<file path="src/core/fsub_pkg.sv">
// Package with offsets, opcode prefixes, flag layout and state types of the subtract unit.
package fsub_pkg;
  localparam logic [7:0] OFF_INSN_LO = 8'h00;
  localparam logic [7:0] OFF_INSN_HI = 8'h04;
  localparam logic [7:0] OFF_LOAD_WORD = 8'h08;
  localparam logic [7:0] OFF_STORE_WORD = 8'h0C;
  localparam logic [7:0] OFF_STATUS = 8'h10;
  localparam logic [7:0] OFF_FPR_BASE = 8'h20;
  localparam logic [9:0] IMM_PREFIX = 10'h3A3;
  localparam logic [11:0] LOAD_PREFIX = 12'hE32;
  localparam logic [11:0] STORE_PREFIX = 12'hE02;
  localparam int FLAG_W = 7;
  localparam int LAT_OVF_BIT = 0;
  localparam int LAT_UDF_BIT = 1;
  localparam int FNEG_BIT = 2;
  localparam int FZERO_BIT = 3;
  localparam int INEG_BIT = 4;
  localparam int IZERO_BIT = 5;
  localparam int TEST_BIT = 6;
  localparam logic [6:0] STATUS_RST = 7'h00;
  localparam logic [7:0] EXP_MAX = 8'hFF;
  localparam logic [31:0] WORD_ZERO = 32'h0000_0000;

  typedef enum logic [1:0] {OP_NONE, OP_IMM, OP_LOAD, OP_STORE} op_kind_e;

  typedef struct packed {
    op_kind_e kind;
    logic [2:0] dst;
    logic [2:0] mov;
    logic [31:0] mina;
    logic [31:0] subb;
    logic [31:0] mdata;
  } stage1_s;

  typedef struct packed {
    logic valid;
    logic [2:0] dst;
    logic [31:0] res;
    logic uf;
    logic ov;
  } stage2_s;

  typedef struct packed {
    logic [7:0][31:0] fpr;
    logic [6:0] flags;
    logic [15:0] insn_lo;
    logic [31:0] load_word;
    logic [31:0] store_word;
    logic store_valid;
    stage1_s s1;
    stage2_s s2;
    logic [31:0] prdata;
    logic pslverr;
  } state_s;
endpackage : fsub_pkg

</file>
<file path="src/core/float_subtract_op.sv">
// Floating-point subtract unit with parallel word move, reached over APB.
`timescale 1ns/1ps
`default_nettype none

// How it works
// - Decode immediate form from fixed prefix.
// - Immediate fills upper half, low zero.
// - Immediate minus source into destination.
// - Result written two stages after issue.
// - Latch under/overflow; other flags kept.
// - Decode load form selectors from prefix.
// - Subtract and load memory word together.
// - Loaded word sets sign and zero flags.
// - Move completes one slot before result.
// - Store form writes source word out.
module float_subtract_op #(
  parameter int ADDR_W = 8
) (
  input wire logic pclk,
  input wire logic presetn,
  input wire logic psel,
  input wire logic penable,
  input wire logic pwrite,
  input wire logic [ADDR_W-1:0] paddr,
  input wire logic [31:0] pwdata,
  output logic [31:0] prdata,
  output logic pready,
  output logic pslverr,
  output logic store_valid,
  output logic [31:0] store_data
);

  if (ADDR_W != 8)
  begin : g_bad_addr
    $error("float_subtract_op serves an 8-bit APB address only.");
  end

  fsub_pkg::state_s st_q;
  fsub_pkg::state_s st_d;
  fsub_pkg::stage1_s iss;
  logic wr;
  logic issue;
  logic stat_wr;
  logic [33:0] sub_r;

  // Returns {overflow, underflow, result}; denormal inputs count as zero, rounding truncates.
  function automatic logic [33:0] fsub(input logic [31:0] a, input logic [31:0] b);
    logic [31:0] x;
    logic [31:0] y;
    logic [31:0] nb;
    logic [26:0] mx;
    logic [26:0] my;
    logic [26:0] s;
    logic [26:0] sh;
    logic [7:0] dd;
    logic signed [9:0] e;
    logic found;
    int lz;
    nb = {~b[31], b[30:0]};
    if (nb[30:0] > a[30:0])
    begin
      x = nb;
      y = a;
    end
    else
    begin
      x = a;
      y = nb;
    end
    mx = (x[30:23] == 8'h00) ? 27'h000_0000 : {2'b01, x[22:0], 2'b00};
    my = (y[30:23] == 8'h00) ? 27'h000_0000 : {2'b01, y[22:0], 2'b00};
    dd = x[30:23] - y[30:23];
    my = (dd > 8'h1A) ? 27'h000_0000 : my >> dd;
    s = (x[31] == y[31]) ? mx + my : mx - my;
    lz = 0;
    found = 1'b0;
    for (int i = 0; i < 26; i++)
    begin
      if (!found && s[25-i])
      begin
        found = 1'b1;
        lz = i;
      end
    end
    sh = s << lz;
    if (s[26])
    begin
      e = $signed({2'b00, x[30:23]}) + 10'sd1;
      sh = s >> 1;
    end
    else
    begin
      e = $signed({2'b00, x[30:23]}) - $signed(10'(lz));
    end
    if (s == 27'h000_0000)
      fsub = {2'b00, fsub_pkg::WORD_ZERO};
    else if (e >= $signed({2'b00, fsub_pkg::EXP_MAX}))
      fsub = {2'b10, x[31], fsub_pkg::EXP_MAX, 23'h00_0000};
    else if (e <= 10'sd0)
      fsub = {2'b01, x[31], 31'h0000_0000};
    else
      fsub = {2'b00, x[31], e[7:0], sh[24:2]};
  endfunction : fsub

  // Operand read with bypass of a result that retires at the same edge as the issue.
  function automatic logic [31:0] rdreg(input fsub_pkg::state_s s, input logic [2:0] i);
    if (s.s2.valid && s.s2.dst == i)
      rdreg = s.s2.res;
    else
      rdreg = s.fpr[i];
  endfunction : rdreg

  assign wr = psel && penable && pwrite;
  assign issue = wr && paddr == fsub_pkg::OFF_INSN_HI;
  assign stat_wr = wr && paddr == fsub_pkg::OFF_STATUS;
  assign sub_r = fsub(st_q.s1.mina, st_q.s1.subb);

  // Decode of the instruction formed by the latched low word and the written high word.
  always_comb
  begin
    iss = '0;
    iss.kind = fsub_pkg::OP_NONE;
    if (st_q.insn_lo[15:6] == fsub_pkg::IMM_PREFIX)
    begin
      iss.kind = fsub_pkg::OP_IMM;
      iss.dst = pwdata[2:0];
      iss.mina = {st_q.insn_lo[5:0], pwdata[15:6], 16'h0000};
      iss.subb = rdreg(st_q, pwdata[5:3]);
    end
    else if (st_q.insn_lo[15:4] == fsub_pkg::LOAD_PREFIX ||
             st_q.insn_lo[15:4] == fsub_pkg::STORE_PREFIX)
    begin
      iss.kind = (st_q.insn_lo[15:4] == fsub_pkg::LOAD_PREFIX) ?
                 fsub_pkg::OP_LOAD : fsub_pkg::OP_STORE;
      iss.subb = rdreg(st_q, st_q.insn_lo[3:1]);
      iss.mina = rdreg(st_q, {st_q.insn_lo[0], pwdata[15:14]});
      iss.dst = pwdata[13:11];
      iss.mov = pwdata[10:8];
      iss.mdata = (iss.kind == fsub_pkg::OP_LOAD) ?
                  st_q.load_word : rdreg(st_q, pwdata[10:8]);
    end
  end

  always_comb
  begin
    st_d = st_q;
    st_d.store_valid = 1'b0;
    st_d.s1.kind = fsub_pkg::OP_NONE;
    st_d.s2.valid = 1'b0;
    if (st_q.s2.valid)
      st_d.fpr[st_q.s2.dst] = st_q.s2.res;
    if (stat_wr)
      st_d.flags = pwdata[fsub_pkg::FLAG_W-1:0];
    // Hardware events are applied after the flag write so that a set always wins.
    if (st_q.s2.valid)
    begin
      st_d.flags[fsub_pkg::LAT_UDF_BIT] |= st_q.s2.uf;
      st_d.flags[fsub_pkg::LAT_OVF_BIT] |= st_q.s2.ov;
    end
    if (st_q.s1.kind != fsub_pkg::OP_NONE)
    begin
      st_d.s2.valid = 1'b1;
      st_d.s2.dst = st_q.s1.dst;
      st_d.s2.res = sub_r[31:0];
      st_d.s2.uf = sub_r[32];
      st_d.s2.ov = sub_r[33];
      if (st_q.s1.kind == fsub_pkg::OP_LOAD)
      begin
        st_d.fpr[st_q.s1.mov] = st_q.s1.mdata;
        st_d.flags[fsub_pkg::FNEG_BIT] = st_q.s1.mdata[31];
        st_d.flags[fsub_pkg::INEG_BIT] = st_q.s1.mdata[31];
        st_d.flags[fsub_pkg::FZERO_BIT] = st_q.s1.mdata[30:23] == 8'h00;
        if (st_q.s1.mdata[30:23] == 8'h00)
          st_d.flags[fsub_pkg::FNEG_BIT] = 1'b0;
        st_d.flags[fsub_pkg::IZERO_BIT] = st_q.s1.mdata == fsub_pkg::WORD_ZERO;
      end
      if (st_q.s1.kind == fsub_pkg::OP_STORE)
      begin
        st_d.store_valid = 1'b1;
        st_d.store_word = st_q.s1.mdata;
      end
    end
    if (wr)
    begin
      case (paddr)
        fsub_pkg::OFF_INSN_LO: st_d.insn_lo = pwdata[15:0];
        fsub_pkg::OFF_INSN_HI: st_d.s1 = iss;
        fsub_pkg::OFF_LOAD_WORD: st_d.load_word = pwdata;
        default:
        begin
          if (paddr[7:5] == fsub_pkg::OFF_FPR_BASE[7:5] && paddr[1:0] == 2'b00)
            st_d.fpr[paddr[4:2]] = pwdata;
        end
      endcase
    end
    // Read data and the error answer are prepared in the setup cycle for a zero-wait access.
    if (psel && !penable)
    begin
      st_d.pslverr = 1'b0;
      st_d.prdata = fsub_pkg::WORD_ZERO;
      case (paddr)
        fsub_pkg::OFF_INSN_LO: st_d.prdata = {16'h0000, st_q.insn_lo};
        fsub_pkg::OFF_INSN_HI: st_d.prdata = fsub_pkg::WORD_ZERO;
        fsub_pkg::OFF_LOAD_WORD: st_d.prdata = st_q.load_word;
        fsub_pkg::OFF_STORE_WORD: st_d.prdata = st_q.store_word;
        fsub_pkg::OFF_STATUS: st_d.prdata = {25'h000_0000, st_q.flags};
        default:
        begin
          if (paddr[7:5] == fsub_pkg::OFF_FPR_BASE[7:5] && paddr[1:0] == 2'b00)
            st_d.prdata = st_q.fpr[paddr[4:2]];
          else
            st_d.pslverr = 1'b1;
        end
      endcase
    end
  end

  always_ff @(posedge pclk or negedge presetn)
  begin
    if (!presetn)
    begin
      st_q <= '0;
      st_q.flags <= fsub_pkg::STATUS_RST;
      st_q.s1.kind <= fsub_pkg::OP_NONE;
    end
    else
      st_q <= st_d;
  end

  assign prdata = st_q.prdata;
  assign pready = 1'b1;
  assign pslverr = st_q.pslverr && psel && penable;
  assign store_valid = st_q.store_valid;
  assign store_data = st_q.store_word;
endmodule : float_subtract_op

`default_nettype wire

</file>
<file path="config.mk">
export PLATFORM = sky130hd
export DESIGN_NAME = float_subtract_op
export DESIGN_NICKNAME = d
export VERILOG_FILES = /design/src/core/fsub_pkg.sv /design/src/core/float_subtract_op.sv
export SDC_FILE = /design/constraint.sdc
export NUM_CORES = 2
export LEC_CHECK = 0
export BUFFER_PORTS_ARGS = -buffer_cell sky130_fd_sc_hd__buf_2
export CORE_MARGIN = 3
export CORE_UTILIZATION = 45
export CTS_CLUSTER_SIZE = 20
export DETAILED_ROUTE_END_ITERATION = 10
export PLACE_DENSITY = 0.57
export SYNTH_ARGS = -nofsm -noshare
export SYNTH_HDL_FRONTEND = slang
export SYNTH_SLANG_ARGS = --single-unit
</file>
<file path="constraint.sdc">
create_clock -name pclk -period 19.2 [get_ports pclk]
set_input_delay 1.92 -clock pclk [delete_from_list [all_inputs] [get_ports pclk]]
set_output_delay 1.92 -clock pclk [all_outputs]
set_load 0.005 [all_outputs]
</file>
Yosys cells after proc, flatten, opt, wreduce, memory -nomap -nowiden
Cells that the tools add are included.

cells by class
  reduce and logical (&&, ||, !) cells = 80
  $lt $le $gt $ge = 14
  shift-type cells = 2
  multiplexer cells = 111
  bitwise logic cells = 3
  $add $sub $neg = 5
  equal/unequal tests = 16

operators by type and width
  cell                count
  $mux 256            6
  $mux 32             41
  $bwmux 256          3
  $bmux 32 s3         5
  $mux 104            3
  $demux 32 s3        3
  $pmux 32 s5         1
  $mux 34             2
  $mux 64             1
  $mux 27             2
  $mux 26             2
  $logic_and 1x1->1   39
  $mux 38             1
  $mux 33             1
  $logic_not 32->1    1
  $logic_not 8->1     4
  $mux 1              32
  $shl 27x32->25      1
  $gt 31x31->1        1
  $lt 3x4->1 const B  7
  $add 26x27->27      1
  $logic_not 27->1    1
  $shr 26x8->27       1
  $sub 26x27->27      1
  other kinds (32)    71

storage, ports and cells
  bits of input ports = 45
  flip-flop bits (word level) = 519
  output and inout port bits = 67
  logic and storage cells = 258

Logic depth before layout (Yosys ltp)
  depth in word-level cells = 91
  mapped depth = 69
  depth with buffers taken out = 55

Worst setup path after synthesis
No wires, ideal clock.

  path type = register -> register
  start point = reg st_q[159] (netlist bit)
  end point = reg st_q[43] (netlist bit)
  path buffers = 14
  setup time = 0.076 ns
  arrival time = 13.455 ns
  stages on the path, launching flop included = 63
  path slack = 5.669 ns
  data required time = 19.124 ns
  clock period less this slack = 13.531 ns
  path through = dfrtp_1 inv_1 ha_1 nand2_2 or4_4 a311oi_2 o21ai_2 buf_6 nand2_4 buf_6 buf_4 clkbuf_1 buf_1 clkbuf_1 clkbuf_1 nor2_1 nor2_1 ha_1 [27 not listed] buf_4 buf_2 ha_1 inv_1 a21o_1 a21o_1 a21o_1 a21o_1 nor3_1 nand3_1 nor4b_1 mux2_2 nor3_1 a221o_1 a21oi_4 o311ai_4 buf_6 o21ai_2

on the way
  cells in the longest elaborated chain, start to end = 90
  elaborated cells between the ends (all ways) = 126
  those cells by class = add/sub: 5; order compare: 4; eq/ne: 1; shift: 2; mux: 61; reduce/logical: 53

ends and longest elaborated chain
  what                                                                   RTL line                  source
  start, declared                                                        float_subtract_op.sv:38   fsub_pkg::state_s st_q;
  start signal, assigned                                                 float_subtract_op.sv:227  st_q <= st_d;
  parallel branches: the longest is 89 deep, another holds $gt 31x31->1  -
  $mux 34 (*)                                                            float_subtract_op.sv:95   if (s == 27'h000_0000)

Mark *: on every way between the ends.
A chain may end at the register's enable or synchronous reset.

Worst setup path after layout
  start point = reg st_q[149] (netlist bit)
  end point = reg st_q[56] (netlist bit)

Same word-level chain as after synthesis.

==> load_flow_metrics.sql <==
INSERT INTO impl_metrics (metric_group, metric, value, unit) VALUES
('synthesis', 'synthDistinctLibCells', '109', ''),
('synthesis', 'synth_compound_gate_area_share', '0.190', ''),
('cts', 'clkTransAtPathRegs', '0.06', 'ns'),
('synthesis', 'synth_top_family_by_area', 'multiplexers', ''),
('sta', 'fin_tns_setup', '0', 'ns'),
('drt', 'detail_route.wirelength', '193', 'mm'),
('job', 'max_cap_viol_count', '0', ''),
('setup_path', 'critPathMaxStageDelay', '0.84', 'ns'),
('synthesis', 'postSynthRegisterBits', '519', ''),
('synthesis', 'number_of_synthesized_flops_with_an_enable_pin', '0', ''),
('cts', 'root_buffer', 'sky130_fd_sc_hd__clkbuf_16', ''),
('die', 'die_y', '326', 'um'),
('cells_and_area', 'most_common_library_cell_in_the_layout_ignoring_fill_and_taps', 'sky130_fd_sc_hd__nand2_1', ''),
('die', 'core_area', '0.101', 'mm2'),
('power_and_ir_drop', 'cellLeakagePower', '18.7', 'nW'),
('die', 'floorplan.io_pins', '112', ''),
('drt', 'detail_route.wl_per_cell', '30.8', 'um'),
('cells_and_area', 'layout-drive-gt1-share', '0.178', ''),
('sta', 'timing.clock.skew', '0.0376', 'ns'),
('synthesis', 'net_count_of_the_mapped_netlist', '5294', ''),
('setup_path', 'worst-path-buf-inv', '9', ''),
('power_and_ir_drop', 'pwr_density_cell', '56.2', 'mW/mm2'),
('setup_path', 'timing.critical_path.fanout_max', '68', ''),
('sta', 'final.min_clock_period', '15.18', 'ns'),
('global_route', 'overall_overflow_remaining_after_global_route', '0', ''),
('place', 'placement.cell_area', '0.0468', 'mm2'),
('setup_path', 'worstPathArrival', '15.73', 'ns'),
('sta', 'number_of_endpoints_failing_setup_at_the_final_stage', '0', ''),
('sta', 'timing.final.ws_setup', '4.02', 'ns'),
('cells_and_area', 'final_util', '0.487', ''),
('cts', 'cts.repair_timing.setup_buffer_count', '0', ''),
('sta', 'grt_setup_unrepaired', 'no', ''),
('sta', 'final_min_period_over_clock_period', '0.791', ''),
('die', 'rows', '116', ''),
('sta', 'max_slew_margin', '0.213', ''),
('synthesis', 'synth.cell_area', '0.0461', 'mm2'),
('cells_and_area', 'area.growth.synth_to_final', '6.41', '%'),
('drt', 'drt_first_iter_violations', '6299', ''),
('power_and_ir_drop', 'ir_drop', '65.9', 'uV'),
('global_route', 'antenna_violations_before_repair', '11', ''),
('place', 'post-dp-hpwl', '125', 'mm'),
('place', 'place_worst_setup_slack', '4.27', 'ns'),
('synthesis', 'synth-adder-area-share', '0.0182', ''),
('synthesis', 'yosys.area_share.simple', '0.137', ''),
('synthesis', 'synth.mux.area_fraction', '0.300', ''),
('cells_and_area', 'design.final.nets', '4984', ''),
('drt', 'route.detailed.vias_per_inst', '6.82', ''),
('cts', 'cts_made_buffers', '66', ''),
('synthesis', 'synth-warning-count', '0', ''),
('sta', 'timing_worst_slew_pin_value', '1.18', 'ns'),
('cts', 'cts-resized-gates', '0', ''),
('drt', 'number_of_nets_with_antenna_violations_after_routing', '0', ''),
('drt', 'detail_route.first_pass.iterations', '8', ''),
('cells_and_area', 'post-route-cell-area', '0.0491', 'mm2'),
('cts', 'cts_hold_buf', '0', ''),
('die', 'floorplan.die_area', '0.106', 'mm2'),
('cells_and_area', 'most-common-layout-cells', '723 x sky130_fd_sc_hd__nand2_1, 646 x sky130_fd_sc_hd__o21ai_0, 515 x sky130_fd_sc_hd__dfrtp_1', ''),
('sta', 'hold_viol', '0', ''),
('setup_path', 'criticalPathCategory', 'register to register', ''),
('sta', 'maxClockFrequency', '0.0659', 'GHz'),
('setup_path', 'setup.worst_path.end_class', 'register', ''),
('synthesis', 'synth_sequential_area_ratio', '0.281', ''),
('outcome', 'outcome', 'completed', ''),
('hold_path', 'min-delay-path-class', 'register to register', ''),
('synthesis', 'ys_dominant_reg_cell', 'sky130_fd_sc_hd__dfrtp_1', ''),
('synthesis', 'netlist_instances', '5183', ''),
('cells_and_area', 'fin_cells', '6281', ''),
('synthesis', 'post_synth_xor_area_fraction', '0.0104', ''),
('drt', 'num_vias', '42900', ''),
('synthesis', 'synth_area_per_cell', '8.90', 'um2'),
('die', 'die_w', '326', 'um');
## worst reg2reg max path: cells and delay by family (launching register included)
kind,cells,cell delay [ns]
xor gates and xnor gates,2,0.45
and+or+nand+nor,17,5.11
buffers and inverters,9,2.23
adders and majority gates,5,1.46
muxes,2,0.35
DFF,1,0.49
AOI/OAI and AO/OA,19,5.01
## path summary, 6_finish.rpt
check	from	endpoint	slack, ns	depth (start not counted)
max in group asynchronous	presetn	st_q[241]	14.75	4
setup / recovery	st_q[149]	st_q[56]	4.02	54
hold / removal	prdata[6]	prdata[6]	0.47	2
min in group asynchronous	presetn	st_q[226]	1.24	1
hold reg to reg	prdata[6]	prdata[6]	0.47	2
setup reg to reg	st_q[149]	st_q[56]	4.02	54
## synthesized netlist by cell type (10+ instances only)
master                        n  area (um2)
sky130_fd_sc_hd__nor2b_1     26         163
sky130_fd_sc_hd__nand3_1     55         275
sky130_fd_sc_hd__buf_4       70         526
sky130_fd_sc_hd__inv_1       84         315
sky130_fd_sc_hd__dfrtp_1    519       13000
sky130_fd_sc_hd__nand4_1     30         188
sky130_fd_sc_hd__o21ai_2     22         193
sky130_fd_sc_hd__and3_1      26         163
sky130_fd_sc_hd__ha_1        64         801
sky130_fd_sc_hd__mux2i_1    485        4850
sky130_fd_sc_hd__and2_1      20         125
sky130_fd_sc_hd__a2111oi_0   11        96.3
sky130_fd_sc_hd__a221oi_1    32         280
sky130_fd_sc_hd__nand2b_1    20         125
sky130_fd_sc_hd__clkbuf_1   396        1490
sky130_fd_sc_hd__buf_2       25         125
sky130_fd_sc_hd__xor2_1      13         114
sky130_fd_sc_hd__mux2_2     124        1400
sky130_fd_sc_hd__or3_1       17         106
sky130_fd_sc_hd__nor2_1     395        1480
sky130_fd_sc_hd__a222oi_1    16         160
sky130_fd_sc_hd__a21oi_1    390        1950
sky130_fd_sc_hd__xnor2_1     42         368
sky130_fd_sc_hd__or2_2       10        62.6
sky130_fd_sc_hd__a211oi_1    89         668
sky130_fd_sc_hd__mux4_2     336        7570
sky130_fd_sc_hd__nor3_1      50         250
sky130_fd_sc_hd__o22ai_1     11        68.8
sky130_fd_sc_hd__a22oi_1     30         225
sky130_fd_sc_hd__buf_6       10         113
sky130_fd_sc_hd__a22o_1      20         175
sky130_fd_sc_hd__nand2_1    727        2730
sky130_fd_sc_hd__a31oi_1     19         119
sky130_fd_sc_hd__o21a_1      14         105
sky130_fd_sc_hd__nor4_1      22         138
sky130_fd_sc_hd__a21o_1      26         195
sky130_fd_sc_hd__o21ai_0    647        3240
sky130_fd_sc_hd__buf_1       80         300
sky130_fd_sc_hd__o211ai_1    23         173
## sequential cells by signal, indices dropped and copies added, names as in the netlist
| signal | cells |
|---|---|
| store_data | 32 |
| prdata | 32 |
| st_q | 454 |
| store_valid | 1 |
## layer usage
layer / track usage / vias to the layer above / wire length, um
li1: - / 18400 / -
met1: 0.491 / 21000 / 77800
met2: 0.514 / 2833 / 82200
met3: 0.0965 / 561 / 22600
met4: 0.169 / 6 / 10600
met5: 0 / - / 41
## area by class of cell
type | instances | area (um2)
fill | 9504 | 51800
multi-input combinational | 3995 | 30500
sequential | 519 | 13000
clock buffer | 94 | 1920
tap | 1357 | 1700
timing repair buffer | 204 | 1300
clock inverter | 21 | 378
inverter | 87 | 327
antenna | 4 | 10.0
## cells by family (layout without fill, tap and decap cells)
kind of cell / Yosys count / after routing
AO/OA/AOI/OAI: 1471 / 1471
XOR/XNOR: 55 / 55
adder cells (fa/ha/maj): 66 / 66
buffers and inverters: 669 / 406
flip-flops: 519 / 519
multiplexers: 948 / 948
other: 1 / 5
AND/OR/NAND/NOR: 1454 / 1454
## where the power goes
part	leakage [nW]	internal, mW	total [mW]	switching, mW
Combinational	11.7	0.102	0.262	0.160
Clock	1.12	0.820	1.35	0.535
Sequential	5.84	1.11	1.14	0.0291
## through the flow
stage | hold slack, ns | power (mW)
3_3_place_gp | 0.455 | 1.42
6_report | 0.474 | 2.76
3_5_place_dp | 0.465 | 1.42
5_1_grt | 0.498 | 2.84
4_1_cts | 0.477 | 2.77
2_1_floorplan | 0.441 | 1.32
(Power assumes the default switching activity.)
